[config.mk]
export PLATFORM = sky130hd
export DESIGN_NAME = pmic_fault_response_sequencer
export DESIGN_NICKNAME = d
export VERILOG_FILES = /design/src/inc/pmic_seq_pkg.sv /design/src/rtl/pmic_fault_response_sequencer.sv
export SDC_FILE = /design/constraint.sdc
export NUM_CORES = 1
export LEC_CHECK = 0
export BUFFER_PORTS_ARGS = -buffer_cell sky130_fd_sc_hd__buf_2
export CORE_MARGIN = 5
export CORE_UTILIZATION = 40
export CTS_CLUSTER_DIAMETER = 60
export DETAILED_ROUTE_END_ITERATION = 8
export PLACE_DENSITY = 0.71
export RECOVER_POWER = 100
export SLEW_MARGIN = 20
export SYNTH_ARGS = -nofsm -noshare
export SYNTH_HDL_FRONTEND = slang
export SYNTH_SLANG_ARGS = --single-unit
[constraint.sdc]
create_clock -name i_clk -period 2 [get_ports i_clk]
set_input_delay 0.5 -clock i_clk [delete_from_list [all_inputs] [get_ports i_clk]]
set_output_delay 0.5 -clock i_clk [all_outputs]
set_load 0.02 [all_outputs]
[src/inc/pmic_seq_pkg.sv]
// Constants, field layouts and state codes of the power and fault sequencer.
// Assumes a single 250 MHz controller clock shared with the serial-port logic.
package pmic_seq_pkg;
   // Clock period and time figures; the cycle counts are derived from them.
   localparam int CLK_PERIOD_PS = 4000;
   localparam int DEGLITCH_NS = 1000;
   localparam int DEGLITCH_CYC = (DEGLITCH_NS * 1000 + CLK_PERIOD_PS - 1) / CLK_PERIOD_PS;
   localparam int RST_PULSE_MS = 2;
   localparam int RST_PULSE_CYC = (RST_PULSE_MS * 1000000000) / CLK_PERIOD_PS;
   // Pin counts and counter width.
   localparam int N_EN = 3;
   localparam int N_LATCH = 2;
   localparam int N_CNT = 20;

   // Power states.
   typedef enum logic [1:0] {
      ST_OFF = 2'h0,
      ST_PWRUP = 2'h1,
      ST_ON = 2'h2
   } pwr_state_t;

   // One bit per fault source; also the layout of the sticky status word.
   typedef struct packed {
      logic aux_uv;
      logic in_ov;
      logic mcu_ov;
      logic aux_ov;
      logic wdog;
      logic twarn;
      logic thermal_shutdown;
      logic analog_self_test;
      logic logic_self_test;
      logic nvm;
      logic logic_err;
      logic clk_stuck;
      logic pwm_stuck;
      logic cs_tmo;
      logic clk_range;
   } fault_t;

   // Serial-port programmed report selects and options.
   typedef struct packed {
      logic rpt_aux_uv;
      logic rpt_in_ov;
      logic rpt_mcu_ov;
      logic rpt_aux_ov;
      logic rpt_wdog;
      logic thermal_shutdown_mask;
      logic wd_ff_en;
   } cfg_t;

   // The four open-drain report pins.
   typedef struct packed {
      logic ff;
      logic rst;
      logic safe;
      logic wdf;
   } report_t;

   localparam int FAULT_W = $bits(fault_t);
   localparam int REPORT_W = $bits(report_t);
   localparam fault_t FAULT_NONE = fault_t'(15'h0000);
   localparam report_t REPORT_NONE = report_t'(4'h0);
endpackage

[src/rtl/pmic_fault_response_sequencer.sv]
// Power-up and power-down sequencing plus fault-to-pin mapping of the supervisor.
// Assumes the serial-port logic on the same clock supplies configuration levels
// and one-cycle command pulses; analog comparators and fault detectors are async.
//
// Contract
// - Any enable with supply ok starts power-up.
// - Enable lost during deglitch returns to off.
// - Enable latch keeps device on without enables.
// - Reset fault while latched clears latches, powers down.
// - Power-down needs enables low and latch clear, unless lower lockout trips.
// - Supply below lower lockout always powers down.
// - Frequency halves above 19 V, restores below 18 V.
// - Aux LDO undervoltage flags; selects reset, safe.
// - Overvoltages flag; selected ones reset, safe, stop.
// - Watchdog fault: safe, wd pin, optional reset pulse.
// - Watchdog sets fault flag only when enabled.
// - Thermal shutdown stops regulators unless masked.
// - Thermal warning flags until host clears it.
// - Analog self-test failure flags and drives safe.
// - Logic, memory, internal errors flag and drive safe.
// - Stuck controller clock kills regulators and resets.
// - Stuck switching clock kills preregulator, drives safe.
// - Chip-select timeout only flags the host.
// - Clock out of range flags and drives safe.
`timescale 1ns/10ps
`default_nettype none

module pmic_fault_response_sequencer #(
   parameter int RST_PULSE_CYC = pmic_seq_pkg::RST_PULSE_CYC,
   parameter int DEGLITCH_CYC = pmic_seq_pkg::DEGLITCH_CYC
) (
   // Clock and reset.
   input wire logic i_clk,
   input wire logic i_rst_b,
   // Asynchronous pins and comparators.
   input wire logic [pmic_seq_pkg::N_EN-1:0] i_enable_inputs,
   input wire logic i_input_lockout_upper_ok,
   input wire logic i_input_lockout_lower_trip,
   input wire logic i_input_above_19v,
   input wire logic i_input_below_18v,
   input wire pmic_seq_pkg::fault_t i_faults,
   input wire pmic_seq_pkg::report_t i_report_di,
   // Serial-port configuration and commands, same clock.
   input wire pmic_seq_pkg::cfg_t i_cfg,
   input wire logic [pmic_seq_pkg::N_LATCH-1:0] i_latch_set,
   input wire logic i_latch_clear,
   input wire pmic_seq_pkg::fault_t i_status_clear,
   // Open-drain report pins.
   output pmic_seq_pkg::report_t o_report_do,
   output pmic_seq_pkg::report_t o_report_oe,
   // Regulator and watchdog control.
   output logic o_prereg_on,
   output logic o_ldo_on,
   output logic o_always_on_ldo_from_input,
   output logic o_freq_half,
   output logic o_watchdog_en,
   // Status towards the serial port.
   output pmic_seq_pkg::fault_t o_status,
   output logic [pmic_seq_pkg::N_LATCH-1:0] o_enable_latch,
   output pmic_seq_pkg::pwr_state_t o_state,
   output logic o_pin_mismatch
);
   localparam int SYNC_W = pmic_seq_pkg::N_EN + 4 + pmic_seq_pkg::FAULT_W
                           + pmic_seq_pkg::REPORT_W;
   localparam int CW = pmic_seq_pkg::N_CNT;

   logic [SYNC_W-1:0] sync1_reg;
   logic [SYNC_W-1:0] sync2_reg;
   logic [pmic_seq_pkg::N_EN-1:0] en_s;
   logic lockout_ok_s, lockout_trip_s, above19_s, below18_s;
   pmic_seq_pkg::fault_t live;
   pmic_seq_pkg::report_t pin_s;
   pmic_seq_pkg::pwr_state_t state_reg, state_next;
   logic [CW-1:0] cnt_reg, cnt_next;
   logic [CW-1:0] rst_cnt_reg, rst_cnt_next;
   logic [pmic_seq_pkg::N_LATCH-1:0] latch_reg, latch_next;
   pmic_seq_pkg::fault_t status_reg, status_next, status_set, ff_mask;
   logic wd_prev_reg;
   pmic_seq_pkg::report_t oe_next;
   pmic_seq_pkg::report_t oe_d1_reg, oe_d2_reg;
   logic freq_half_reg, freq_half_next;

   // Two flip-flops on every asynchronous input before any logic looks at it.
   always_ff @(posedge i_clk or negedge i_rst_b) begin
      if (!i_rst_b) begin
         sync1_reg <= '0;
         sync2_reg <= '0;
      end else begin
         sync1_reg <= {i_enable_inputs, i_input_lockout_upper_ok, i_input_lockout_lower_trip,
                       i_input_above_19v, i_input_below_18v, i_faults, i_report_di};
         sync2_reg <= sync1_reg;
      end
   end

   assign {en_s, lockout_ok_s, lockout_trip_s, above19_s, below18_s, live, pin_s} = sync2_reg;

   // Fault decoding shared by the pins, the regulators and the sequencer.
   wire any_en = |en_s;
   wire is_on = (state_reg == pmic_seq_pkg::ST_ON);
   wire thermal_kill = live.thermal_shutdown & ~i_cfg.thermal_shutdown_mask;
   wire ovuv_sel = (live.aux_uv & i_cfg.rpt_aux_uv)
                 | (live.in_ov & i_cfg.rpt_in_ov)
                 | (live.mcu_ov & i_cfg.rpt_mcu_ov)
                 | (live.aux_ov & i_cfg.rpt_aux_ov);
   wire rst_fault = ovuv_sel | live.clk_stuck;
   wire wd_rise = live.wdog & ~wd_prev_reg;
   wire wd_pulse = (rst_cnt_reg != '0);
   wire deglitch_done = (cnt_reg == CW'(DEGLITCH_CYC - 1));
   wire latched_only = ~any_en & (latch_reg != '0);

   // Sticky status: a fault present in the clearing cycle stays set.
   always_comb begin
      status_set = live;
      status_set.thermal_shutdown = thermal_kill;
      status_set.twarn = live.twarn
                       | (live.thermal_shutdown & i_cfg.thermal_shutdown_mask);
      status_next = (status_reg & ~i_status_clear) | status_set;
      ff_mask = ~pmic_seq_pkg::FAULT_NONE;
      ff_mask.wdog = i_cfg.wd_ff_en;
   end

   // Pin demands; a set enable bit pulls the pin low.
   always_comb begin
      oe_next = pmic_seq_pkg::REPORT_NONE;
      oe_next.ff = is_on & |(status_reg & ff_mask);
      oe_next.rst = ~is_on | rst_fault | wd_pulse;
      oe_next.safe = is_on & (ovuv_sel | live.wdog | thermal_kill
                   | status_reg.analog_self_test | status_reg.logic_self_test
                   | status_reg.nvm | status_reg.logic_err
                   | live.clk_stuck | live.pwm_stuck | live.clk_range);
      oe_next.wdf = is_on & live.wdog;
   end

   // Switching frequency hysteresis between the two input thresholds.
   always_comb begin
      freq_half_next = freq_half_reg;
      if (above19_s) begin
         freq_half_next = 1'b1;
      end else if (below18_s) begin
         freq_half_next = 1'b0;
      end
   end

   // Watchdog reset one-shot, started on a new watchdog fault when selected.
   always_comb begin
      rst_cnt_next = rst_cnt_reg;
      if (wd_rise & i_cfg.rpt_wdog & is_on) begin
         rst_cnt_next = CW'(RST_PULSE_CYC);
      end else if (wd_pulse) begin
         rst_cnt_next = rst_cnt_reg - 1'b1;
      end
   end

   // Power sequencer. The lower lockout overrides every state.
   always_comb begin
      state_next = state_reg;
      cnt_next = '0;
      latch_next = latch_reg;
      unique case (state_reg)
         pmic_seq_pkg::ST_OFF: begin
            latch_next = '0;
            if (any_en & lockout_ok_s) begin
               state_next = pmic_seq_pkg::ST_PWRUP;
            end
         end
         pmic_seq_pkg::ST_PWRUP: begin
            if (!any_en) begin
               state_next = pmic_seq_pkg::ST_OFF;
            end else if (deglitch_done) begin
               state_next = pmic_seq_pkg::ST_ON;
               latch_next = en_s[pmic_seq_pkg::N_LATCH-1:0];
            end else begin
               cnt_next = cnt_reg + 1'b1;
            end
         end
         pmic_seq_pkg::ST_ON: begin
            // A set request in the same cycle as a clear keeps the bits it sets; the other latch bits clear.
            latch_next = (i_latch_clear ? '0 : latch_reg) | i_latch_set;
            if (latched_only & rst_fault) begin
               latch_next = '0;
               state_next = pmic_seq_pkg::ST_OFF;
            end else if (!any_en & (latch_next == '0)) begin
               state_next = pmic_seq_pkg::ST_OFF;
            end
         end
         default: begin
            state_next = pmic_seq_pkg::ST_OFF;
         end
      endcase
      if (lockout_trip_s) begin
         state_next = pmic_seq_pkg::ST_OFF;
         latch_next = '0;
      end
   end

   // State, counters and latches.
   always_ff @(posedge i_clk or negedge i_rst_b) begin
      if (!i_rst_b) begin
         state_reg <= pmic_seq_pkg::ST_OFF;
         cnt_reg <= '0;
         rst_cnt_reg <= '0;
         latch_reg <= '0;
         wd_prev_reg <= 1'b0;
         freq_half_reg <= 1'b0;
         status_reg <= pmic_seq_pkg::FAULT_NONE;
      end else begin
         state_reg <= state_next;
         cnt_reg <= cnt_next;
         rst_cnt_reg <= rst_cnt_next;
         latch_reg <= latch_next;
         wd_prev_reg <= live.wdog;
         freq_half_reg <= freq_half_next;
         status_reg <= status_next;
      end
   end

   // Registered outputs. The serial port keeps running through thermal shutdown.
   always_ff @(posedge i_clk or negedge i_rst_b) begin
      if (!i_rst_b) begin
         o_report_do <= pmic_seq_pkg::REPORT_NONE;
         o_report_oe <= pmic_seq_pkg::REPORT_NONE;
         o_prereg_on <= 1'b0;
         o_ldo_on <= 1'b0;
         o_always_on_ldo_from_input <= 1'b1;
         o_watchdog_en <= 1'b0;
         o_pin_mismatch <= 1'b0;
         oe_d1_reg <= pmic_seq_pkg::REPORT_NONE;
         oe_d2_reg <= pmic_seq_pkg::REPORT_NONE;
      end else begin
         o_report_do <= pmic_seq_pkg::REPORT_NONE;
         o_report_oe <= oe_next;
         o_prereg_on <= is_on & ~thermal_kill & ~live.clk_stuck & ~live.pwm_stuck;
         o_ldo_on <= is_on & ~thermal_kill & ~live.clk_stuck;
         o_always_on_ldo_from_input <= ~is_on | live.clk_stuck | live.pwm_stuck;
         o_watchdog_en <= is_on & ~ovuv_sel & ~thermal_kill & ~live.clk_stuck;
         oe_d1_reg <= o_report_oe;
         oe_d2_reg <= oe_d1_reg; // Lines the demand up with the two-stage readback.
         o_pin_mismatch <= |(oe_d2_reg & pin_s);
      end
   end

   assign o_freq_half = freq_half_reg;
   assign o_status = status_reg;
   assign o_enable_latch = latch_reg;
   assign o_state = state_reg;
endmodule

`default_nettype wire
==> summary.md, run 1 <==
| Metric | Value |
|---|---|
| Status | finished with violations |
| Failing checks | negative setup slack |
| Core box area | 12060 sq um |
| Hold_ws | 0.1870 ns |
| Layout Cells excl Fill | 703 |
| CP endpoint kind | flip-flop |
| Clock sink count | 130 |
| Fin util | 53.01% |
| Ys Warns | 0 |
| RSZ-0062 raised after global routing | yes |
| Layout Nets | 581 |
| Fin. max-slew vios | 0 |
| Initial Utilization | 41.03% |
| Hold crit path type | primary input to flip-flop |
| Max_slew headroom | 17.91% |
| Synth Area in Compound Gates | 8.571% |
| Share of layout cells above drive strength 1 | 27.10% |
| 1st-pass router iterations | 4 |
| PnR worst setup slack | -0.08070 ns |
| Maximum clock frequency | 0.4806 GHz |
| DR vias | 3371 |
| Top Metal Used | met4 |
| Data arrival, critical path | 2.37 ns |
| Asr flop ratio synth | 100.0% |
| DRT iter0 DRCs | 171 |
| Top FF cell, synth | dfrtp_1 |
| Gr ovfl total | 0 |
| Power Dens Cells | 914.6 nW/um^2 |
| Rows | 40 |
| Post-DR vias/cell | 4.795 |
| Setup-failing EPs final | 7 |
| Total GRT Usage | 14.76% |
| Vias in the first global route | 3633 |
| Htree depth | 4 |
| Netlist cell types | 56 |
| First-pass GRT wire length | 17120 um |
| Worst Path Class, Setup | flip-flop to flip-flop |
| Type of origin of the critical path | flip-flop |
| ANT cells | 0 |
| DRC | 0 |
| Largest family of logic cells by synthesized area | simple AND/OR/NAND/NOR gates |
| Routed met2 length | 5448 um |
| Final WL | 10230 um |
| Final period util | 104.0% |
| Final ANT Viol Nets | 0 |
| Post-synth EDFFs | 0 |
| Worst-path maximum fanout | 3 |
| Minimum clock period | 2.081 ns |
| Mux cell area share after synthesis | 0.4046% |
| Die H | 121.2 um |
| Post-Synth Simple-Gate Area | 15.02% |
| Largest net degree at the start of global routing | 97 |
| Met1 Wirelength | 4242 um |
| Worst-Margin Slew | 1.231 ns |
| WP data required | 2.28 ns |
| Max_cap viols | 0 |
| Area grow syn2layout | 29.20% |
| Post-detail-place hpwl | 7073 um |
| Clk buf depth | 2 |
| CTS root buf | clkbuf_16 |
| IO Count | 86 |
| Wire per inst | 14.55 um |
| Final GP Congestion | 0.8252 |
| Post-Syn Area | 4948 sq um |
| Final clock skew | 0.007593 ns |
| Area leader, netlist | dfrtp_1 |
| Hold Vio Cnt, Final | 0 |
| Die footprint | 14700 sq um |
| Chip Width | 121.2 um |
| Port-buffer cells | 81 |
| Peak VDD IR | 0.0007314 V |
| Pwr Total | 5.847 mW |
| Syn Inst Count | 396 |
| CTS tree | yes |
| Post-synthesis xor/xnor area fraction | 5.310% |
| Leak | 2.832 nW |
| Total CTS buffers | 17 |
| CTS Hold Buffers Added | 0 |
| Skew-Pair Late Insertion Delay | 0.41 ns |
| Synth top area cells | dfrtp_1 65%, xnor2_1 3.9%, nor2_1 3.6%, a21o_1 2.9%, inv_1 1.9% |
| Initial antenna violation count | 0 |
| Avg Inst Size Synth | 12.50 sq um |
| Synth top area share | 65.23% |
| Met3 routed wirelength | 360 um |
| Adder-Cell Fraction of Synth Area | 1.517% |
| Sequential area share after synthesis | 65.76% |
| FF+latch count, synth | 130 |
| Post-place setup slack | -0.1501 ns |
| Placed Cells | 667 |
| Worst-path clk slew | 0.06 ns |
## layout make-up
| type | instances | area (sq um) |
|---|---|---|
| timing repair buffer | 116 | 636.9 |
| multi-input combinational | 232 | 1649 |
| inverter | 25 | 93.84 |
| tap | 168 | 210.2 |
| clock buffer | 17 | 425.4 |
| sequential | 130 | 3254 |
| clock inverter | 15 | 123.9 |
| fill | 1053 | 5668 |
## repair_timing
action	4_1_cts	5_1_grt
pin swaps	0	6
setup buffers	1	3
gates resized for setup	7	15
endpoints found under the setup margin	10	33
## power breakdown
group          internal (mW)  switching (mW)
sequential              2.71          0.0487
combinational         0.0892           0.167
clock                   1.61            1.21
total                   4.42            1.43
## path summary, 6_finish.rpt
kind	slack (ns)	startpoint	cells past startpoint	end
max	-0.08	rst_cnt_reg[1]	8	rst_cnt_reg[18]
min	0.19	i_faults[9]	1	sync1_reg[13]
max reg2reg	-0.08	rst_cnt_reg[1]	8	rst_cnt_reg[18]
min reg2reg	0.35	sync1_reg[24]	0	sync2_reg[24]
max in group asynchronous	0.72	i_rst_b	2	o_report_oe[3]
min in group asynchronous	0.32	i_rst_b	2	cnt_reg[1]
## layout by cell type, fill, tap and decap left out, types with 3 or more instances in the layout
master / synthesis / layout
nand2_1: 17 / 17
clkinv_4: 0 / 4
a21o_1: 19 / 19
nor3_1: 8 / 6
inv_6: 0 / 6
nand2b_1: 3 / 3
or3_4: 1 / 3
nor4_4: 1 / 5
a21oi_1: 6 / 6
a22oi_1: 4 / 4
or3_1: 5 / 3
or2_2: 3 / 3
ha_1: 6 / 5
dfrtp_1: 129 / 129
xnor2_1: 22 / 22
buf_2: 3 / 51
clkbuf_1: 4 / 31
clkbuf_16: 0 / 17
inv_1: 25 / 25
buf_6: 1 / 4
nor2b_1: 3 / 3
xor2_1: 8 / 8
buf_4: 4 / 26
nor2_1: 48 / 48
conb_1: 1 / 4
nand3_1: 8 / 8
o2bb2ai_1: 3 / 3
nor4_1: 7 / 7
nand4_1: 8 / 8
## metal layers
layer / vias to the layer above / global-route usage (%)
li1: 1610 / -
met1: 1685 / 17.72
met2: 61 / 25.04
met3: 15 / 4.289
met4: 0 / 5.812
met5: - / 0
## synthesized netlist by cell type, types with 3 or more instances
cell type  instances
xor2_1             8
a2111oi_0          3
buf_4              4
a22oi_1            4
nor4_1             7
a21oi_1            6
ha_1               6
nand2b_1           3
buf_2              3
xnor2_1           22
clkbuf_1           4
nand3_1            8
or2_2              3
o2bb2ai_1          3
nor4_2             5
or3_1              5
dfrtp_1          129
and2_1             4
nor3_1             8
nor2_1            48
a21o_1            19
nand2_1           17
inv_1             25
nand4_1            8
nor2b_1            3
## cells by family (layout without fill, tap and decap cells)
| kind of cell | after synthesis | after routing |
|---|---|---|
| AND/OR/NAND/NOR | 135 | 135 |
| flip-flops | 130 | 130 |
| AO/OA/AOI/OAI | 55 | 55 |
| buffers and inverters | 37 | 173 |
| XOR/XNOR | 30 | 30 |
| adder cells (fa/ha/maj) | 6 | 6 |
| multiplexers | 2 | 2 |
| other | 1 | 4 |
## worst max-delay path: stages, from the launching register on
cell,delay [ns]
dfrtp_1,0.38
inv_1,0.06
ha_2,0.17
or3b_4,0.38
buf_6,0.13
or4_4,0.42
nor4_4,0.15
xnor2_1,0.16
nand2_1,0.09
## metrics by stage
stage                     instance area, sq um  TNS, ns
after global routing                      6394   -2.477
after detailed placement                  5786  -0.4853
after global placement                    5786  -0.1725
after floorplan                           5000  -0.3459
final                                     6394  -0.2484
after CTS                                 6384  -0.1441
Note: power is estimated with default switching activity, not from simulation.
==> run 2, diff against run 1 <==
- CORE_MARGIN: 5 -> default
- CTS_CLUSTER_DIAMETER: 60 -> default
==> summary.md, run 2 (synthesized netlist as in run 1, its figures left out) <==
| Metric | Value |
|---|---|
| Status | finished with violations |
| Failing checks | negative setup slack |
| Port-buffer cells | 81 |
| Total GRT Usage | 16.97% |
| Power Dens Cells | 944.1 nW/um^2 |
| Minimum clock period | 2.114 ns |
| Clk buf depth | 2 |
| Critical R2R Capture | rst_cnt_reg[16] |
| IO Count | 86 |
| RSZ-0062 raised after global routing | yes |
| 1st-pass router iterations | 4 |
| Initial Utilization | 41.20% |
| Final period util | 105.7% |
| Final WL | 9908 um |
| Clk pwr share | 50.0% |
| Fillcell total | 1001 |
| Hold Path Sink | sync1_reg[2] |
| Max_slew headroom | 57.38% |
| Total CTS buffers | 17 |
| Area of the multi-input gates | 1635 sq um |
| PnR worst setup slack | -0.1139 ns |
| CP endpoint kind | flip-flop |
| Worst-Margin Slew | 0.6393 ns |
| Layout Nets | 579 |
| Worst-path maximum fanout | 6 |
| DR vias | 3373 |
| Max_cap viols | 0 |
| Area grow syn2layout | 29.91% |
| DRC | 0 |
| Htree depth | 4 |
| Gr ovfl total | 0 |
| Worst-path clk slew | 0.06 ns |
| Net switching power | 1.375 mW |
| DRT iter0 DRCs | 174 |
| Clock sink count | 130 |
| Final GP Congestion | 0.8428 |
| Setup-failing EPs final | 8 |
| Chip Width | 113.2 um |
| Die footprint | 12820 sq um |
| R2R Setup Slk | -0.11 ns |
| ANT cells | 0 |
| Post-DR vias/cell | 4.960 |
| Post-detail-place hpwl | 6739 um |
| Sequential share of power | 45.5% |
| Skew-Pair Late Insertion Delay | 0.42 ns |
| Wire per inst | 14.57 um |
| Initial antenna violation count | 0 |
| Rows | 40 |
| Switching share of power | 22.66% |
| Data arrival, critical path | 2.41 ns |
| Hold crit path type | primary input to flip-flop |
| TNS Setup | -0.4392 ns |
| Largest net degree at the start of global routing | 73 |
| Commonest non-fill, non-tap cell in the layout | dfrtp_1 |
| Vias in the first global route | 3563 |
| Final ANT Viol Nets | 0 |
| FF/Latch Area | 3254 sq um |
| Die H | 113.2 um |
| Origin of the critical flop-to-flop path | rst_cnt_reg[0] |
| Depth of the worst hold-timing path | 1 |
| Fin. max-slew vios | 0 |
| Hold_sp | i_report_di[2] |
| Peak VDD IR | 0.0006250 V |
| First-pass GRT wire length | 16680 um |
| CTS root buf | clkbuf_16 |
| Final clock skew | 0.007868 ns |
| Internal power | 4.694 mW |
| Comb power frac | 4.5% |
| Maximum clock frequency | 0.4731 GHz |
| Type of origin of the critical path | flip-flop |
| Hold_ws | 0.1846 ns |
| Most frequent cells in the layout | 129 x dfrtp_1, 80 x buf_2, 48 x nor2_1 |
| Leak | 2.944 nW |
| Share of layout cells above drive strength 1 | 31.89% |
| Hold Vio Cnt, Final | 0 |
| Reg2reg path depth | 8 |
| Worst Path Class, Setup | flip-flop to flip-flop |
| Core box area | 12010 sq um |
| CTS tree | yes |
| WP data required | 2.29 ns |
-- run 2: cell types whose count changed in the layout (fill, tap and decap cells not counted), sizes merged --
| cell | previous run | this run |
|---|---|---|
| inv | 32 | 29 |
| dlygate4sd3 | 0 | 1 |
| buf | 81 | 111 |
| clkinv | 6 | 4 |
| clkbuf | 52 | 20 |
| clkinvlp | 2 | 4 |
| bufinv | 0 | 2 |
-- run 2: power by group through the flow --
stage / logic, mW / clock network, mW / registers, mW
after floorplan: 0.0880 / 0 / 2.83
after CTS: 0.284 / 3.09 / 2.76
after global placement: 0.268 / 0 / 2.80
after detailed placement: 0.278 / 0 / 2.81
final: 0.272 / 3.03 / 2.76
after global routing: 0.304 / 3.20 / 2.77
-- run 2: metrics by stage --
step	setup slack (ns)	power, mW	area, sq um	util, %	cells
floorplan	-0.06098	2.918	5000	-	399
global placement	-0.03880	3.072	5764	47.99	645
detailed placement	-0.1019	3.086	5764	47.99	645
CTS	-0.08317	6.139	6371	53.04	678
global route	-0.2038	6.281	6429	53.52	680
finish	-0.1139	6.069	6429	53.52	680
-- run 2: worst max-delay path, cell delays in order (launching register included) --
cell	delay, ns
dfrtp_1	0.38
inv_1	0.07
ha_2	0.19
or3b_4	0.38
or3_4	0.33
buf_6	0.16
nor4_4	0.22
mux2i_1	0.21
nand2_1	0.06
-- run 2: area by class of cell --
class | instances | area share, %
Tap cell | 147 | 2.861
Inverter | 25 | 1.460
Sequential cell | 130 | 50.62
Timing Repair Buffer | 114 | 10.41
Clock buffer | 18 | 6.831
Clock inverter | 14 | 2.374
Multi-Input combinational cell | 232 | 25.44
-- run 2: metal layers --
layer | vias up | part of all wire (%) | track usage [%]
li1 | 1611 | - | -
met1 | 1657 | 43 | 20.31
met2 | 83 | 51 | 27.81
met3 | 22 | 3.5 | 4.017
met4 | 0 | 2.6 | 10.53
met5 | - | 0 | 0
-- run 2: repair_timing --
action / 4_1_cts / 5_1_grt
hold endpoints to repair: 10 / 0
gates resized for setup: 2 / 14
pin swaps: 1 / 2
setup buffers: 0 / 1
gates cloned: 0 / 1
hold buffers: 1 / 0
endpoints found under the setup margin: 6 / 16
-- run 2: worst max-delay path by stage --
stage / from / to / slack [ns] / depth (start not counted)
global route: rst_cnt_reg[0] / rst_cnt_reg[16] / -0.20 / 8
finish: rst_cnt_reg[0] / rst_cnt_reg[16] / -0.11 / 8
CTS: rst_cnt_reg[0] / rst_cnt_reg[16] / -0.08 / 8
floorplan: rst_cnt_reg[0] / rst_cnt_reg[15] / -0.06 / 7
detailed placement: rst_cnt_reg[0] / rst_cnt_reg[16] / -0.10 / 8
global placement: rst_cnt_reg[0] / rst_cnt_reg[16] / -0.04 / 8
==> run 3, diff against run 2 <==
- clock period: 2 -> 1.7 ns (I/O delays scaled with it)
==> summary.md, run 3 (synthesized netlist as in run 1, its figures left out) <==
| Metric | Value |
|---|---|
| Total GRT Usage | 18.70% |
| Max_slew headroom | 55.60% |
| Origin of the critical flop-to-flop path | rst_cnt_reg[1] |
| Fin util | 58.51% |
| Depth of the worst hold-timing path | 1 |
| Clk pwr share | 50.0% |
| Final ANT Viol Nets | 0 |
| Fin. max-slew vios | 0 |
| Type of origin of the critical path | flip-flop |
| Switching share of power | 22.24% |
| Worst-path maximum fanout | 4 |
| 1st-pass router iterations | 5 |
| Status | finished with violations |
| Final period util | 120.8% |
| Chip Width | 113.2 um |
| First-pass GRT wire length | 18330 um |
| Port-buffer cells | 81 |
| Failing checks | negative setup slack |
| Commonest non-fill, non-tap cell in the layout | dfrtp_1 |
| Post-DR vias/cell | 5.105 |
| Gr ovfl total | 0 |
| IO Count | 86 |
| Hold_ws | 0.1152 ns |
| Final clock skew | 0.008284 ns |
| RSZ-0062 raised after global routing | yes |
| CP endpoint kind | flip-flop |
| Leak | 3.153 nW |
| Data arrival, critical path | 2.34 ns |
| Total CTS buffers | 17 |
| Clock sink count | 130 |
| TNS Setup | -6.734 ns |
| Met3 GRT Util | 4.606% |
| Worst-path clk slew | 0.06 ns |
| Power Dens Cells | 1044 nW/um^2 |
| Core box area | 12010 sq um |
| WP data required | 1.99 ns |
| Comb power frac | 5.6% |
| ANT cells | 0 |
| R2R Setup Slk | -0.35 ns |
| Vias in the first global route | 3833 |
| Most frequent cells in the layout | 129 x dfrtp_1, 51 x buf_2, 49 x buf_4 |
| Layout Nets | 617 |
| Sequential share of power | 44.4% |
| Net switching power | 1.631 mW |
| DR vias | 3655 |
| Hold_sp | i_input_lockout_lower_trip |
| Final WL | 11890 um |
| PnR worst setup slack | -0.3533 ns |
| Critical R2R Capture | rst_cnt_reg[17] |
| Htree depth | 4 |
| Initial Utilization | 41.20% |
| Max_cap viols | 0 |
| Skew-Pair Late Insertion Delay | 0.41 ns |
| Minimum clock period | 2.053 ns |
| CTS root buf | clkbuf_16 |
| Worst-Margin Slew | 0.6660 ns |
| Internal power | 5.703 mW |
| Wire per inst | 16.61 um |
| Grt met2 use | 32.88% |
| Reg2reg path depth | 10 |
| Fillcell total | 922 |
| FF/Latch Area | 3254 sq um |
| Post-detail-place hpwl | 6960 um |
| Hold crit path type | primary input to flip-flop |
| DRT iter0 DRCs | 163 |
| Largest net degree at the start of global routing | 41 |
| Initial antenna violation count | 0 |
| Setup-failing EPs final | 35 |
| Rows | 40 |
| CTS tree | yes |
| Area of the multi-input gates | 1892 sq um |
| Grt met1 use | 21.02% |
| Clk buf depth | 2 |
| Hold Vio Cnt, Final | 0 |
| Area grow syn2layout | 42.02% |
| Peak VDD IR | 0.0006644 V |
| Final GP Congestion | 0.8119 |
| Maximum clock frequency | 0.4870 GHz |
| DRC | 0 |
| Share of layout cells above drive strength 1 | 37.08% |
| Worst Path Class, Setup | flip-flop to flip-flop |
| Hold Path Sink | sync1_reg[21] |
| Die footprint | 12820 sq um |
| Die H | 113.2 um |
| Pwr Total | 7.334 mW |
| GR peak layer | met2 |
-- run 3: layer usage --
metal,up-vias,wire [um]
met4,0,355
met5,-,0
met3,34,398
li1,1679,-
met1,1844,4684
met2,98,6453
-- run 3: stage by stage --
stage	area [sq um]	setup WS, ns	std cells
3_3_place_gp	5988	-0.3455	668
6_report	7028	-0.3533	716
4_1_cts	6835	-0.3893	712
2_1_floorplan	5029	-0.3610	399
3_5_place_dp	5988	-0.4001	668
5_1_grt	7028	-0.4426	716
-- run 3: worst max-delay path, cell delays in order, from the launching register on --
cell,delay (ns)
dfrtp_1,0.40
inv_2,0.07
ha_4,0.13
or3b_4,0.38
buf_6,0.14
nor3_4,0.22
buf_6,0.14
buf_6,0.11
a211oi_4,0.06
xnor2_1,0.20
nand2_1,0.08
-- run 3: power by group through the flow --
| stage | Combinational (mW) | Clock [mW] | Sequential (mW) |
|---|---|---|---|
| 3_5_place_dp | 0.337 | 0 | 3.30 |
| 5_1_grt | 0.447 | 3.83 | 3.26 |
| 2_1_floorplan | 0.104 | 0 | 3.33 |
| 3_3_place_gp | 0.326 | 0 | 3.30 |
| 4_1_cts | 0.397 | 3.72 | 3.25 |
| 6_report | 0.410 | 3.67 | 3.25 |
-- run 3: final cells by class --
type                       instances  share of cell area (%)
sequential                       130                   46.31
multi-input combinational        232                   26.92
timing repair buffer             152                   14.31
clock buffer                      19                   6.302
tap                              147                   2.617
clock inverter                    11                   2.208
inverter                          25                   1.335
-- run 3: timing repair --
action                                  CTS  global route
endpoints found under the hold margin    24             0
buffers inserted                         11             7
gates cloned                              2             0
hold buffers                              1             0
pin swaps                                16            28
endpoints found under the setup margin   45            45
resized for setup                        27            57
-- run 3: worst max-delay path by stage --
stage,start,endpoint,cells after the start
floorplan,rst_cnt_reg[0],rst_cnt_reg[13],7
global placement,rst_cnt_reg[0],rst_cnt_reg[16],8
detailed placement,rst_cnt_reg[0],rst_cnt_reg[16],8
CTS,rst_cnt_reg[1],rst_cnt_reg[16],8
global route,rst_cnt_reg[0],rst_cnt_reg[17],10
finish,rst_cnt_reg[1],rst_cnt_reg[17],10
